==> src/pkg/csc_pkg.sv <==
// Constants and types shared by the clock and sleep controller
// What this block does
// RULE1: Reset leaves only the 2 MHz oscillator enabled; system runs from 2 MHz oscillator.
// RULE2: Software may change clock source and prescaler at any time, safely.
// RULE3: Monitored crystal or PLL failure raises NMI and falls back to internal oscillator.
// RULE4: Ultra low power oscillator runs only while used; divided down to 1 kHz.
// RULE5: 32.768 kHz oscillator gives 1.024 kHz tick too; trim value is writable.
// RULE6: PLL multiplies by a software factor from 1 to 31.
// RULE7: Prescaler divides source by 1 up to 2048.
// RULE8: Fast peripheral ticks run at two and four times the CPU rate, capped at the source rate.
// RULE9: Crystal oscillator offers four selectable frequency band modes.
// RULE10: Power reduction bit stops a peripheral clock, freezing its state.
// RULE11: Wake by interrupt runs its handler, then resumes after the sleep instruction.
// RULE12: Higher priority pending interrupts are served first after wake-up.
// RULE13: CPU stays halted four clock cycles after every wake-up.
// RULE14: State kept in sleep; reset during sleep restarts the device normally.
// RULE15: Idle stops CPU and memory clocks after programming ends; peripherals keep running.
// RULE16: Idle wakes on any enabled interrupt.
// RULE17: Power-down stops all clocks, real-time counter included.
// RULE18: Power-down wakes only on address match or asynchronous port interrupts.
// RULE19: Power-save is power-down plus running real-time counter and its wake-up.
// RULE20: Standby is power-down with enabled oscillators kept running.
// RULE21: Extended standby is power-save with enabled oscillators kept running.
// RULE22: Switch source only once it is ready, without glitches or runt pulses.
package csc_pkg;
	// ------------------------------------------------
	// Clock sources
	// ------------------------------------------------
	localparam int         NSRC      = 6;
	localparam logic [2:0] SRC_RC2M  = 3'h0;
	localparam logic [2:0] SRC_RC32M = 3'h1;
	localparam logic [2:0] SRC_RC32K = 3'h2;
	localparam logic [2:0] SRC_XOSC  = 3'h3;
	localparam logic [2:0] SRC_PLL   = 3'h4;
	localparam logic [2:0] SRC_ULP   = 3'h5;
	localparam int         NFAIL     = 2;
	localparam int         SYNC_W    = 2 * NSRC + NFAIL;
	// ------------------------------------------------
	// Register offsets (byte addresses)
	// ------------------------------------------------
	localparam int         ADR_W     = 8;
	localparam logic [7:0] A_SRCSEL  = 8'h00;
	localparam logic [7:0] A_PRESC   = 8'h04;
	localparam logic [7:0] A_OSCEN   = 8'h08;
	localparam logic [7:0] A_PLL     = 8'h0c;
	localparam logic [7:0] A_XOSC    = 8'h10;
	localparam logic [7:0] A_CAL32K  = 8'h14;
	localparam logic [7:0] A_FAILMON = 8'h18;
	localparam logic [7:0] A_SLEEP   = 8'h1c;
	localparam logic [7:0] A_PR      = 8'h20;
	localparam logic [7:0] A_STATUS  = 8'h24;
	localparam logic [7:0] A_RTC     = 8'h28;
	// ------------------------------------------------
	// Fields and reset values
	// ------------------------------------------------
	localparam int         PRESC_W   = 4;
	localparam logic [3:0] PRESC_MAX = 4'hb;
	localparam int         CNT_W     = 11;
	localparam int         PLL_W     = 5;
	localparam logic [4:0] PLL_MIN   = 5'h01;
	localparam logic [5:0] RST_OSCEN = 6'h01;
	localparam int         CAL_W     = 8;
	localparam logic [7:0] RST_CAL   = 8'h80;
	localparam int         FM_EN_B   = 0;
	localparam int         FM_FLAG_B = 1;
	localparam int         RTC_EN_B  = 0;
	localparam int         RTC_ULP_B = 1;
	localparam int         SLP_EN_B  = 3;
	localparam int         ST_SLP_B  = 6;
	localparam int         ST_PEND_B = 7;
	// ------------------------------------------------
	// Sleep modes, timing
	// ------------------------------------------------
	localparam logic [2:0] SLP_IDLE   = 3'h0;
	localparam logic [2:0] SLP_PDOWN  = 3'h2;
	localparam logic [2:0] SLP_PSAVE  = 3'h3;
	localparam logic [2:0] SLP_STDBY  = 3'h6;
	localparam logic [2:0] SLP_ESTDBY = 3'h7;
	localparam int         LF_W       = 5;
	localparam logic [4:0] LF_LAST    = 5'h1f;
	localparam logic [1:0] HALT_LAST  = 2'h3;

	typedef enum logic [1:0] {ST_RUN, ST_DRAIN, ST_SLEEP, ST_HALT} csc_state_t;
endpackage

==> src/pkg/csc_presc_if.sv <==
// Link between the controller and its prescaler chain
`timescale 1ns/1ps
interface csc_presc_if;
	import csc_pkg::*;
	logic               src_tick;
	logic               clr;
	logic [PRESC_W-1:0] div_log2;
	logic               tick1;
	logic               tick2;
	logic               tick4;
	modport ctl (output src_tick, clr, div_log2, input tick1, tick2, tick4);
	modport div (input src_tick, clr, div_log2, output tick1, tick2, tick4);
endinterface

==> src/csc_prescaler.sv <==
// Prescaler chain making CPU rate and fast peripheral ticks
`timescale 1ns/1ps
module csc_prescaler
	import csc_pkg::*;
(
	// Clock and reset
	input  wire logic clk_i,
	input  wire logic rst_i,
	// Controller side
	csc_presc_if.div  p
);
	logic [CNT_W-1:0] cnt_reg;
	logic [CNT_W-1:0] m1;
	logic [CNT_W-1:0] m2;
	logic [CNT_W-1:0] m4;

	function automatic logic [CNT_W-1:0] mask(input logic [PRESC_W-1:0] s);
		mask = CNT_W'((1 << s) - 1);
	endfunction

	assign m1 = mask(p.div_log2);
	assign m2 = m1 >> 1;
	assign m4 = m1 >> 2;

	always_ff @(posedge clk_i) begin
		if (rst_i || p.clr) begin
			cnt_reg <= '0;
		end else if (p.src_tick) begin
			cnt_reg <= cnt_reg + 1'b1; // [RULE7]
		end
	end

	// Faster ticks share the counter, so they stay phase locked to tick1
	always_ff @(posedge clk_i) begin
		if (rst_i) begin
			p.tick1 <= 1'b0;
			p.tick2 <= 1'b0;
			p.tick4 <= 1'b0;
		end else begin
			p.tick1 <= p.src_tick && (cnt_reg & m1) == '0; // [RULE7]
			p.tick2 <= p.src_tick && (cnt_reg & m2) == '0; // [RULE8]
			p.tick4 <= p.src_tick && (cnt_reg & m4) == '0; // [RULE8]
		end
	end
endmodule // csc_prescaler

==> src/csc_top.sv <==
// Clock source selection, prescaling, gating and sleep sequencing
`timescale 1ns/1ps
module csc_top
	import csc_pkg::*;
#(
	parameter int PR_W = 8
) (
	// Clock and reset
	input  wire logic                   clk_i,
	input  wire logic                   rst_i,
	// Wishbone slave
	input  wire logic                   wb_cyc_i,
	input  wire logic                   wb_stb_i,
	input  wire logic                   wb_we_i,
	input  wire logic [csc_pkg::ADR_W-1:0] wb_adr_i,
	input  wire logic [3:0]             wb_sel_i,
	input  wire logic [31:0]            wb_dat_i,
	output logic      [31:0]            wb_dat_o,
	output logic                        wb_ack_o,
	// Oscillator pins
	input  wire logic [csc_pkg::NSRC-1:0]  src_clk_i,
	input  wire logic [csc_pkg::NSRC-1:0]  osc_rdy_i,
	input  wire logic [csc_pkg::NFAIL-1:0] osc_fail_i,
	// CPU and interrupt controller
	input  wire logic                   sleep_instr_i,
	input  wire logic                   nvm_busy_i,
	input  wire logic                   irq_pend_i,
	input  wire logic                   twi_match_i,
	input  wire logic                   port_async_i,
	input  wire logic                   rtc_irq_i,
	input  wire logic                   wdt_ulp_i,
	// Clock enables and status
	output logic                        cpu_clk_en_o,
	output logic                        cpu_halt_o,
	output logic                        wake_o,
	output logic                        nmi_o,
	output logic                        sleeping_o,
	output logic      [PR_W-1:0]        per_clk_en_o,
	output logic                        per2x_en_o,
	output logic                        per4x_en_o,
	output logic                        rtc_clk_en_o,
	output logic                        ulp_1k_o,
	output logic                        rc_1k_o,
	// Oscillator control
	output logic      [csc_pkg::NSRC-1:0]  osc_en_o,
	output logic      [csc_pkg::PLL_W-1:0] pll_factor_o,
	output logic      [1:0]             xosc_mode_o,
	output logic      [csc_pkg::CAL_W-1:0] cal32k_o
);
	import csc_pkg::*;

	// ------------------------------------------------
	// Pin synchronisers
	// ------------------------------------------------
	logic [SYNC_W-1:0] s1_reg;
	logic [SYNC_W-1:0] s2_reg;
	logic [SYNC_W-1:0] s3_reg;
	logic [SYNC_W-1:0] stab_reg;
	logic [NSRC-1:0]   clk_d_reg;
	logic [NSRC-1:0]   rise;
	logic [NSRC-1:0]   rdy;
	logic [NFAIL-1:0]  fail;

	always_ff @(posedge clk_i) begin
		if (rst_i) begin
			s1_reg    <= '0;
			s2_reg    <= '0;
			s3_reg    <= '0;
			stab_reg  <= '0;
			clk_d_reg <= '0;
		end else begin
			s1_reg    <= {osc_fail_i, osc_rdy_i, src_clk_i};
			s2_reg    <= s1_reg;
			s3_reg    <= s2_reg;
			// A bit moves only once the last two stages agree
			stab_reg  <= (~(s2_reg ^ s3_reg) & s3_reg) | ((s2_reg ^ s3_reg) & stab_reg);
			clk_d_reg <= stab_reg[NSRC-1:0];
		end
	end

	assign rise = stab_reg[NSRC-1:0] & ~clk_d_reg;
	assign rdy  = stab_reg[2*NSRC-1:NSRC];
	assign fail = stab_reg[SYNC_W-1:2*NSRC];

	// ------------------------------------------------
	// Wishbone slave
	// ------------------------------------------------
	logic                ack_reg;
	logic [31:0]         dat_reg;
	logic [31:0]         rd_next;
	logic                acc;
	logic                wr;
	logic [7:0]          wd;
	logic [2:0]          cur_reg;
	logic [2:0]          pend_reg;
	logic                pend_v_reg;
	logic [PRESC_W-1:0]  presc_reg;
	logic [NSRC-1:0]     oscen_reg;
	logic [PLL_W-1:0]    pll_reg;
	logic [1:0]          xmode_reg;
	logic [CAL_W-1:0]    cal_reg;
	logic                fm_en_reg;
	logic                fflag_reg;
	logic [2:0]          mode_reg;
	logic                slp_en_reg;
	logic [PR_W-1:0]     pr_reg;
	logic                rtc_en_reg;
	logic                rtc_ulp_reg;
	csc_state_t          st_reg;

	assign acc = wb_cyc_i && wb_stb_i && !ack_reg;
	assign wr  = acc && wb_we_i && wb_sel_i[0];
	assign wd  = wb_dat_i[7:0];

	function automatic logic wr_at(input logic w, input logic [7:0] a, input logic [7:0] o);
		wr_at = w && a == o;
	endfunction

	always_comb begin
		rd_next = '0;
		case (wb_adr_i)
			A_SRCSEL:  rd_next[2:0] = cur_reg;
			A_PRESC:   rd_next[PRESC_W-1:0] = presc_reg;
			A_OSCEN:   rd_next[NSRC-1:0] = oscen_reg;
			A_PLL:     rd_next[PLL_W-1:0] = pll_reg;
			A_XOSC:    rd_next[1:0] = xmode_reg;
			A_CAL32K:  rd_next[CAL_W-1:0] = cal_reg;
			A_FAILMON: rd_next[FM_FLAG_B:0] = {fflag_reg, fm_en_reg};
			A_SLEEP:   rd_next[SLP_EN_B:0] = {slp_en_reg, mode_reg};
			A_PR:      rd_next[PR_W-1:0] = pr_reg;
			A_STATUS:  rd_next[ST_PEND_B:0] = {pend_v_reg, st_reg == ST_SLEEP, rdy};
			A_RTC:     rd_next[RTC_ULP_B:0] = {rtc_ulp_reg, rtc_en_reg};
			default:   rd_next = '0;
		endcase
	end

	always_ff @(posedge clk_i) begin
		if (rst_i) begin
			ack_reg <= 1'b0;
			dat_reg <= '0;
		end else begin
			ack_reg <= acc;
			if (acc && !wb_we_i) begin
				dat_reg <= rd_next;
			end
		end
	end

	assign wb_ack_o = ack_reg;
	assign wb_dat_o = dat_reg;

	// ------------------------------------------------
	// Configuration registers
	// ------------------------------------------------
	logic fail_now;

	always_ff @(posedge clk_i) begin
		if (rst_i) begin
			presc_reg   <= '0; // [RULE1]
			oscen_reg   <= RST_OSCEN; // [RULE1]
			pll_reg     <= PLL_MIN;
			xmode_reg   <= '0;
			cal_reg     <= RST_CAL;
			fm_en_reg   <= 1'b0;
			mode_reg    <= SLP_IDLE;
			slp_en_reg  <= 1'b0;
			pr_reg      <= '0;
			rtc_en_reg  <= 1'b0;
			rtc_ulp_reg <= 1'b0;
		end else begin
			if (wr_at(wr, wb_adr_i, A_PRESC)) begin
				presc_reg <= wd[PRESC_W-1:0] > PRESC_MAX ? PRESC_MAX : wd[PRESC_W-1:0]; // [RULE2] [RULE7]
			end
			if (wr_at(wr, wb_adr_i, A_OSCEN)) begin
				oscen_reg <= wd[NSRC-1:0];
			end
			// Fallback source must run whatever software wrote
			if (fail_now) begin
				oscen_reg[SRC_RC2M] <= 1'b1; // [RULE3]
			end
			if (wr_at(wr, wb_adr_i, A_PLL)) begin
				pll_reg <= wd[PLL_W-1:0] == '0 ? PLL_MIN : wd[PLL_W-1:0]; // [RULE6]
			end
			if (wr_at(wr, wb_adr_i, A_XOSC)) begin
				xmode_reg <= wd[1:0]; // [RULE9]
			end
			if (wr_at(wr, wb_adr_i, A_CAL32K)) begin
				cal_reg <= wd; // [RULE5]
			end
			if (wr_at(wr, wb_adr_i, A_FAILMON)) begin
				fm_en_reg <= wd[FM_EN_B];
			end
			if (wr_at(wr, wb_adr_i, A_SLEEP)) begin
				mode_reg   <= wd[2:0];
				slp_en_reg <= wd[SLP_EN_B];
			end
			if (wr_at(wr, wb_adr_i, A_PR)) begin
				pr_reg <= wd[PR_W-1:0];
			end
			if (wr_at(wr, wb_adr_i, A_RTC)) begin
				rtc_en_reg  <= wd[RTC_EN_B];
				rtc_ulp_reg <= wd[RTC_ULP_B];
			end
		end
	end

	assign pll_factor_o = pll_reg;
	assign xosc_mode_o  = xmode_reg;
	assign cal32k_o     = cal_reg;

	// ------------------------------------------------
	// Source switching and failure monitor
	// ------------------------------------------------
	logic sw_now;

	assign fail_now = fm_en_reg && ((cur_reg == SRC_XOSC && fail[0]) ||
		(cur_reg == SRC_PLL && fail[1]));
	assign sw_now = !fail_now && pend_v_reg && rdy[pend_reg];

	always_ff @(posedge clk_i) begin
		if (rst_i) begin
			cur_reg    <= SRC_RC2M; // [RULE1]
			pend_reg   <= SRC_RC2M;
			pend_v_reg <= 1'b0;
			nmi_o      <= 1'b0;
		end else begin
			nmi_o <= fail_now; // [RULE3]
			if (fail_now) begin
				cur_reg    <= SRC_RC2M; // [RULE3]
				pend_v_reg <= 1'b0;
			end else if (sw_now) begin
				cur_reg    <= pend_reg; // [RULE22]
				pend_v_reg <= 1'b0;
			end
			// New request is accepted last so a ready switch never drops it; one written while fail_now holds is dropped
			if (wr_at(wr, wb_adr_i, A_SRCSEL) && !fail_now && wd[2:0] <= SRC_ULP) begin
				pend_reg   <= wd[2:0]; // [RULE2]
				pend_v_reg <= 1'b1;
			end
		end
	end

	// Failure flag: a new failure wins over a write-one clear
	always_ff @(posedge clk_i) begin
		if (rst_i) begin
			fflag_reg <= 1'b0;
		end else begin
			fflag_reg <= fail_now ||
				(fflag_reg && !(wr_at(wr, wb_adr_i, A_FAILMON) && wd[FM_FLAG_B])); // [RULE3]
		end
	end

	// ------------------------------------------------
	// Prescaler chain
	// ------------------------------------------------
	csc_presc_if pif ();

	// Enables restart from a clean count, so tick1 fires on the first edge of the new source after a switch
	assign pif.src_tick = rise[cur_reg];
	assign pif.clr      = sw_now || fail_now; // [RULE22]
	assign pif.div_log2 = presc_reg;

	csc_prescaler u_presc (
		.clk_i (clk_i),
		.rst_i (rst_i),
		.p     (pif.div)
	);

	// ------------------------------------------------
	// Low frequency dividers
	// ------------------------------------------------
	logic [LF_W-1:0] ulp_cnt_reg;
	logic [LF_W-1:0] rc_cnt_reg;

	always_ff @(posedge clk_i) begin
		if (rst_i) begin
			ulp_cnt_reg <= '0;
			ulp_1k_o    <= 1'b0;
		end else begin
			ulp_1k_o <= rise[SRC_ULP] && ulp_cnt_reg == LF_LAST; // [RULE4]
			if (rise[SRC_ULP]) begin
				ulp_cnt_reg <= ulp_cnt_reg + 1'b1;
			end
		end
	end

	always_ff @(posedge clk_i) begin
		if (rst_i) begin
			rc_cnt_reg <= '0;
			rc_1k_o    <= 1'b0;
		end else begin
			rc_1k_o <= rise[SRC_RC32K] && rc_cnt_reg == LF_LAST; // [RULE5]
			if (rise[SRC_RC32K]) begin
				rc_cnt_reg <= rc_cnt_reg + 1'b1;
			end
		end
	end

	// ------------------------------------------------
	// Sleep sequencer
	// ------------------------------------------------
	logic [1:0] hcnt_reg;
	logic       wake_ok;

	function automatic logic wake_src(input logic [2:0] m, input logic irq,
		input logic asy, input logic rtc);
		case (m)
			SLP_IDLE:   wake_src = irq; // [RULE16]
			SLP_PSAVE:  wake_src = asy || rtc; // [RULE19]
			SLP_ESTDBY: wake_src = asy || rtc; // [RULE21]
			default:    wake_src = asy; // [RULE18] [RULE20]
		endcase
	endfunction

	assign wake_ok = wake_src(mode_reg, irq_pend_i, twi_match_i || port_async_i,
		rtc_irq_i && rtc_en_reg);

	// Handler order after wake belongs to the interrupt controller and CPU
	always_ff @(posedge clk_i) begin
		if (rst_i) begin
			st_reg   <= ST_RUN; // [RULE14]
			hcnt_reg <= '0;
			wake_o   <= 1'b0;
		end else begin
			wake_o <= 1'b0;
			case (st_reg)
				ST_RUN: begin
					if (sleep_instr_i && slp_en_reg) begin
						st_reg <= ST_DRAIN;
					end
				end
				ST_DRAIN: begin
					if (!nvm_busy_i) begin
						st_reg <= ST_SLEEP; // [RULE15]
					end
				end
				ST_SLEEP: begin
					if (wake_ok) begin
						st_reg   <= ST_HALT;
						hcnt_reg <= '0;
						wake_o   <= 1'b1; // [RULE11] [RULE12]
					end
				end
				ST_HALT: begin
					if (pif.tick1) begin
						hcnt_reg <= hcnt_reg + 1'b1;
						if (hcnt_reg == HALT_LAST) begin
							st_reg <= ST_RUN; // [RULE13]
						end
					end
				end
				default: st_reg <= ST_RUN;
			endcase
		end
	end

	// ------------------------------------------------
	// Clock gating
	// ------------------------------------------------
	logic asleep;
	logic cpu_run;
	logic per_run;
	logic rtc_run;
	logic osc_keep;
	logic rtc_tick;
	logic [NSRC-1:0] osc_need;

	assign asleep   = st_reg == ST_SLEEP;
	assign cpu_run  = !asleep; // [RULE15]
	assign per_run  = !asleep || mode_reg == SLP_IDLE; // [RULE15] [RULE17]
	assign rtc_run  = !asleep || mode_reg == SLP_IDLE ||
		mode_reg == SLP_PSAVE || mode_reg == SLP_ESTDBY; // [RULE19] [RULE20] [RULE21]
	assign osc_keep = !asleep || mode_reg == SLP_IDLE ||
		mode_reg == SLP_STDBY || mode_reg == SLP_ESTDBY; // [RULE17] [RULE20] [RULE21]
	assign rtc_tick = rtc_ulp_reg ? ulp_1k_o : rc_1k_o;

	always_comb begin
		osc_need = '0;
		osc_need[SRC_ULP]   = wdt_ulp_i || (rtc_en_reg && rtc_ulp_reg && rtc_run); // [RULE4]
		osc_need[SRC_RC32K] = rtc_en_reg && !rtc_ulp_reg && rtc_run;
	end

	always_ff @(posedge clk_i) begin
		if (rst_i) begin
			cpu_clk_en_o <= 1'b0;
			cpu_halt_o   <= 1'b0;
			sleeping_o   <= 1'b0;
			per_clk_en_o <= '0;
			per2x_en_o   <= 1'b0;
			per4x_en_o   <= 1'b0;
			rtc_clk_en_o <= 1'b0;
			osc_en_o     <= RST_OSCEN; // [RULE1]
		end else begin
			cpu_clk_en_o <= pif.tick1 && cpu_run;
			cpu_halt_o   <= st_reg == ST_HALT || asleep; // [RULE13]
			sleeping_o   <= asleep;
			per_clk_en_o <= {PR_W{pif.tick1 && per_run}} & ~pr_reg; // [RULE10]
			per2x_en_o   <= pif.tick2 && per_run; // [RULE8]
			per4x_en_o   <= pif.tick4 && per_run; // [RULE8]
			rtc_clk_en_o <= rtc_tick && rtc_run && rtc_en_reg; // [RULE17] [RULE19]
			osc_en_o     <= (oscen_reg & {NSRC{osc_keep}}) | osc_need; // [RULE4] [RULE20]
		end
	end
endmodule // csc_top

==> config.mk <==
export PLATFORM = sky130hd
export DESIGN_NAME = csc_top
export DESIGN_NICKNAME = d
export VERILOG_FILES = /design/src/pkg/csc_pkg.sv /design/src/pkg/csc_presc_if.sv /design/src/csc_prescaler.sv /design/src/csc_top.sv
export SDC_FILE = /design/constraint.sdc
export NUM_CORES = 1
export LEC_CHECK = 0
export BUFFER_PORTS_ARGS = -buffer_cell sky130_fd_sc_hd__buf_2
export CAP_MARGIN = 30
export CORE_MARGIN = 2
export CORE_UTILIZATION = 50
export CTS_CLUSTER_SIZE = 25
export DETAILED_ROUTE_END_ITERATION = 8
export HOLD_SLACK_MARGIN = 0.15
export PLACE_DENSITY = 0.83
export SYNTH_ARGS = -nofsm -noshare
export SYNTH_HDL_FRONTEND = slang
export SYNTH_HIERARCHICAL = 1
export SYNTH_SLANG_ARGS = --single-unit
==> constraint.sdc <==
create_clock -name clk_i -period 3.1 [get_ports clk_i]
set_input_delay 0 -clock clk_i [delete_from_list [all_inputs] [get_ports clk_i]]
set_output_delay 0 -clock clk_i [all_outputs]
set_load 0.1 [all_outputs]
==> reports/qor.txt <==
VDD IR max - 0.000379 V
final std cells w/o fill - 1101
WL per Instance - 15.2 µm
Tightest Pin Transition - 0.745 ns
CTS max path bufs - 2
proportion of layout cells with a drive suffix above 1 - 17.7%
xor/xnor share of the synthesized area - 1.79%
final hold violation count - 0
#FFs+latches synth - 171
final setup fails - 0
Synth Instances - 792
# IOs - 142
Critical Path RT - 3.41 ns
Max Cap Violations - 0
antenna fix cells - 0
Worst Path Max Fanout - 11
Synth Flop Type - dfxtp_1
Root Driver - clkbuf_16
max-slew violations - 0
nets@finish - 986
P&R area growth vs syn - 19.4%
largest net degree at the start of global routing - 75
global-route wire length before repair - 27.3 mm
core area - 0.0145 mm²
drt initial violations - 456
min cycle time layout - 2.86 ns
pre-CTS WS - 0.580 ns
Num CTS Buffers - 17
Util after Layout - 60.7%
hpwl dp - 11.0 mm
Num Clock Sinks - 171
Die ar. - 0.0157 mm²
Reg clk slew, reported paths - 0.07 ns
drt total wl - 16.7 mm
via count - 6015
finished layout cell area - 0.00878 mm²
Worst setup EP type - register
Post-synth EDFFs - 0
final setup TNS - 0 ns
Total GRT Usage - 21.4%
compound-cell area share of the yosys netlist - 13.0%
Clk Latency, worst-skew pair - 0.43 ns
Rel. slew slack - 49.9%
port bufs - 90
num rows - 44
vias in the first global route - 5592
Setup CP Type - in -> reg
Ys Warns - 6
synthesized area - 0.00736 mm²
fin crit share - 92.2%
f_max - 350 MHz
Final ANT Viol Nets - 0
TritonRoute pass-1 iters - 5
Cell Pwr Density - 522 mW/mm²
main combinational cell family by area after synthesis - simple AND/OR/NAND/NOR gates
Final WS setup - 0.243 ns
hold path cells - 5
Leakage - 0.00350 µW
mux contribution to synthesized area - 8.37%
clk_skew - 0.0108 ns
Initial Utilization - 50.8%
post-CTS setup buffers - 0
Seq/Total Area, Yosys - 46.5%
area share of and/or/nand/nor cells after synthesis - 21.9%
CTS tree - built
drt drc - 0
RD Place Congestion - 0.904
CP Launch Type - primary input
Die Span X - 125 µm
Cell Area, Placed - 0.00777 mm²
dpl cells - 1024
status - finished, final reports clean
area share of fa/ha/maj cells after synthesis - 2.04%
Synth cell types - 74
chip height - 125 µm
RSZ-0062 raised after global routing - false
gr ovfl total - 0
H-tree depth - 4
Vias/cell - 5.46
initial antenna violation count - 0
fillers - 1175
Post-synth ARST share - 0%
Worst Reg-to-Reg Cells - 8
HP Class - in -> reg
syn avg cell area - 9.29 µm²
Worst EP arrival - 3.17 ns
path summary, 6_finish.rpt:
check                  startpoint             endpoint  slack (ns)
setup / recovery      wb_adr_i[5]          cal32k_o[6]        0.24
hold / removal        wb_sel_i[0]            pr_reg[2]        0.25
setup reg to reg         register  u_presc/cnt_reg[10]        0.60
hold reg to reg   u_presc/p.tick4           per4x_en_o        0.43
critical path: stages:
cell and delay [ns]:
dlygate4sd3_1 0.53, buf_2 0.21, nor4b_2 0.59, and3_1 0.36, nor2b_2 0.42, buf_4 0.23, mux2i_1 0.20, nor2_1 0.05
dlygate4sd3_1 0.56
synthesized netlist by cell type (all sizes together) (6+ instances only):
library cell	count	area share [%]
mux2i	48	6.5
a22oi	6	0.61
nor3b	7	0.78
xnor2	6	0.71
a211oi	8	0.82
clkbuf	32	1.6
nand2	55	2.8
nor3	18	1.7
buf	42	4.1
or3	6	0.58
inv	11	0.56
nor4	6	0.60
nand4	10	0.85
nand3b	6	0.61
and3	8	0.68
and2	6	0.51
dfxtp	171	47
nor2	90	4.6
a21oi	46	3.1
o21ai	44	3.0
nor2b	57	4.8
ha	12	2.0
xor2	9	1.1
mux2	8	1.2
nand3	11	0.75
kinds of logic (layout without fill, tap and decap cells):
family | count (synthesis) | count (layout)
and+or+nand+nor | 301 | 301
DFF | 171 | 171
AOI/OAI and AO/OA | 149 | 149
buffers and inverters | 85 | 187
muxes | 58 | 58
xor gates and xnor gates | 15 | 15
adders and majority gates | 12 | 12
other | 1 | 24
per-layer routing:
| metal | GRT usage [%] | vias to the layer above | part of all wire (%) |
|---|---|---|---|
| met2 | 34.9 | 272 | 47 |
| met1 | 26.5 | 2759 | 42 |
| met5 | 0 | - | 0 |
| li1 | - | 2947 | - |
| met3 | 5.82 | 37 | 7.6 |
| met4 | 9.87 | 0 | 2.6 |
power by group:
part / switching [µW] / internal [µW] / total [µW]
Combinational: 262 / 89.0 / 351
Clock: 905 / 1090 / 2000
Sequential: 10.4 / 2220 / 2230
timing repair:
action / in CTS / in global routing
gates resized for setup: 0 / 1
setup endpoints to repair: 0 / 1
hold buffers: 45 / 0
hold endpoints to repair: 77 / 0
through the flow:
stage | hold slack [ns] | power [µW]
floorplan | 0.118 | 2560
global placement | 0.209 | 2590
detailed placement | 0.212 | 2590
CTS | 0.181 | 4620
global route | 0.253 | 4730
finish | 0.245 | 4580
layout make-up:
class / count / area, µm² / area share, %
multi-input combinational: 559 / 3560 / 40.5
sequential: 171 / 3420 / 39.0
timing repair buffer: 144 / 971 / 11.1
clock buffer: 20 / 457 / 5.20
tap: 184 / 230 / 2.62
clock inverter: 12 / 105 / 1.20
inverter: 11 / 41.3 / 0.470
layout by cell type (no fill, tap or decap), drive strengths merged, types with 3 or more instances in the layout:
| cell | count |
|---|---|
| a22oi | 6 |
| a31oi | 5 |
| mux2 | 8 |
| a211o | 5 |
| mux2i | 48 |
| nor3b | 7 |
| or4 | 4 |
| nand2b | 3 |
| nor3 | 18 |
| inv | 16 |
| and3 | 8 |
| o21ai | 44 |
| a21oi | 46 |
| and3b | 4 |
| buf | 99 |
| xnor2 | 6 |
| or3 | 6 |
| nand3b | 6 |
| nand2 | 55 |
| xor2 | 9 |
| nor4 | 6 |
| nor2b | 57 |
| nor2 | 90 |
| o22ai | 5 |
| clkbuf | 20 |
| nand3 | 11 |
| nand4 | 10 |
| clkinv | 7 |
| dlygate4sd3 | 45 |
| a221oi | 4 |
| and2 | 6 |
| a211oi | 8 |
| conb | 24 |
| ha | 12 |
| dfxtp | 171 |
Power figures use the tool's default switching activity.
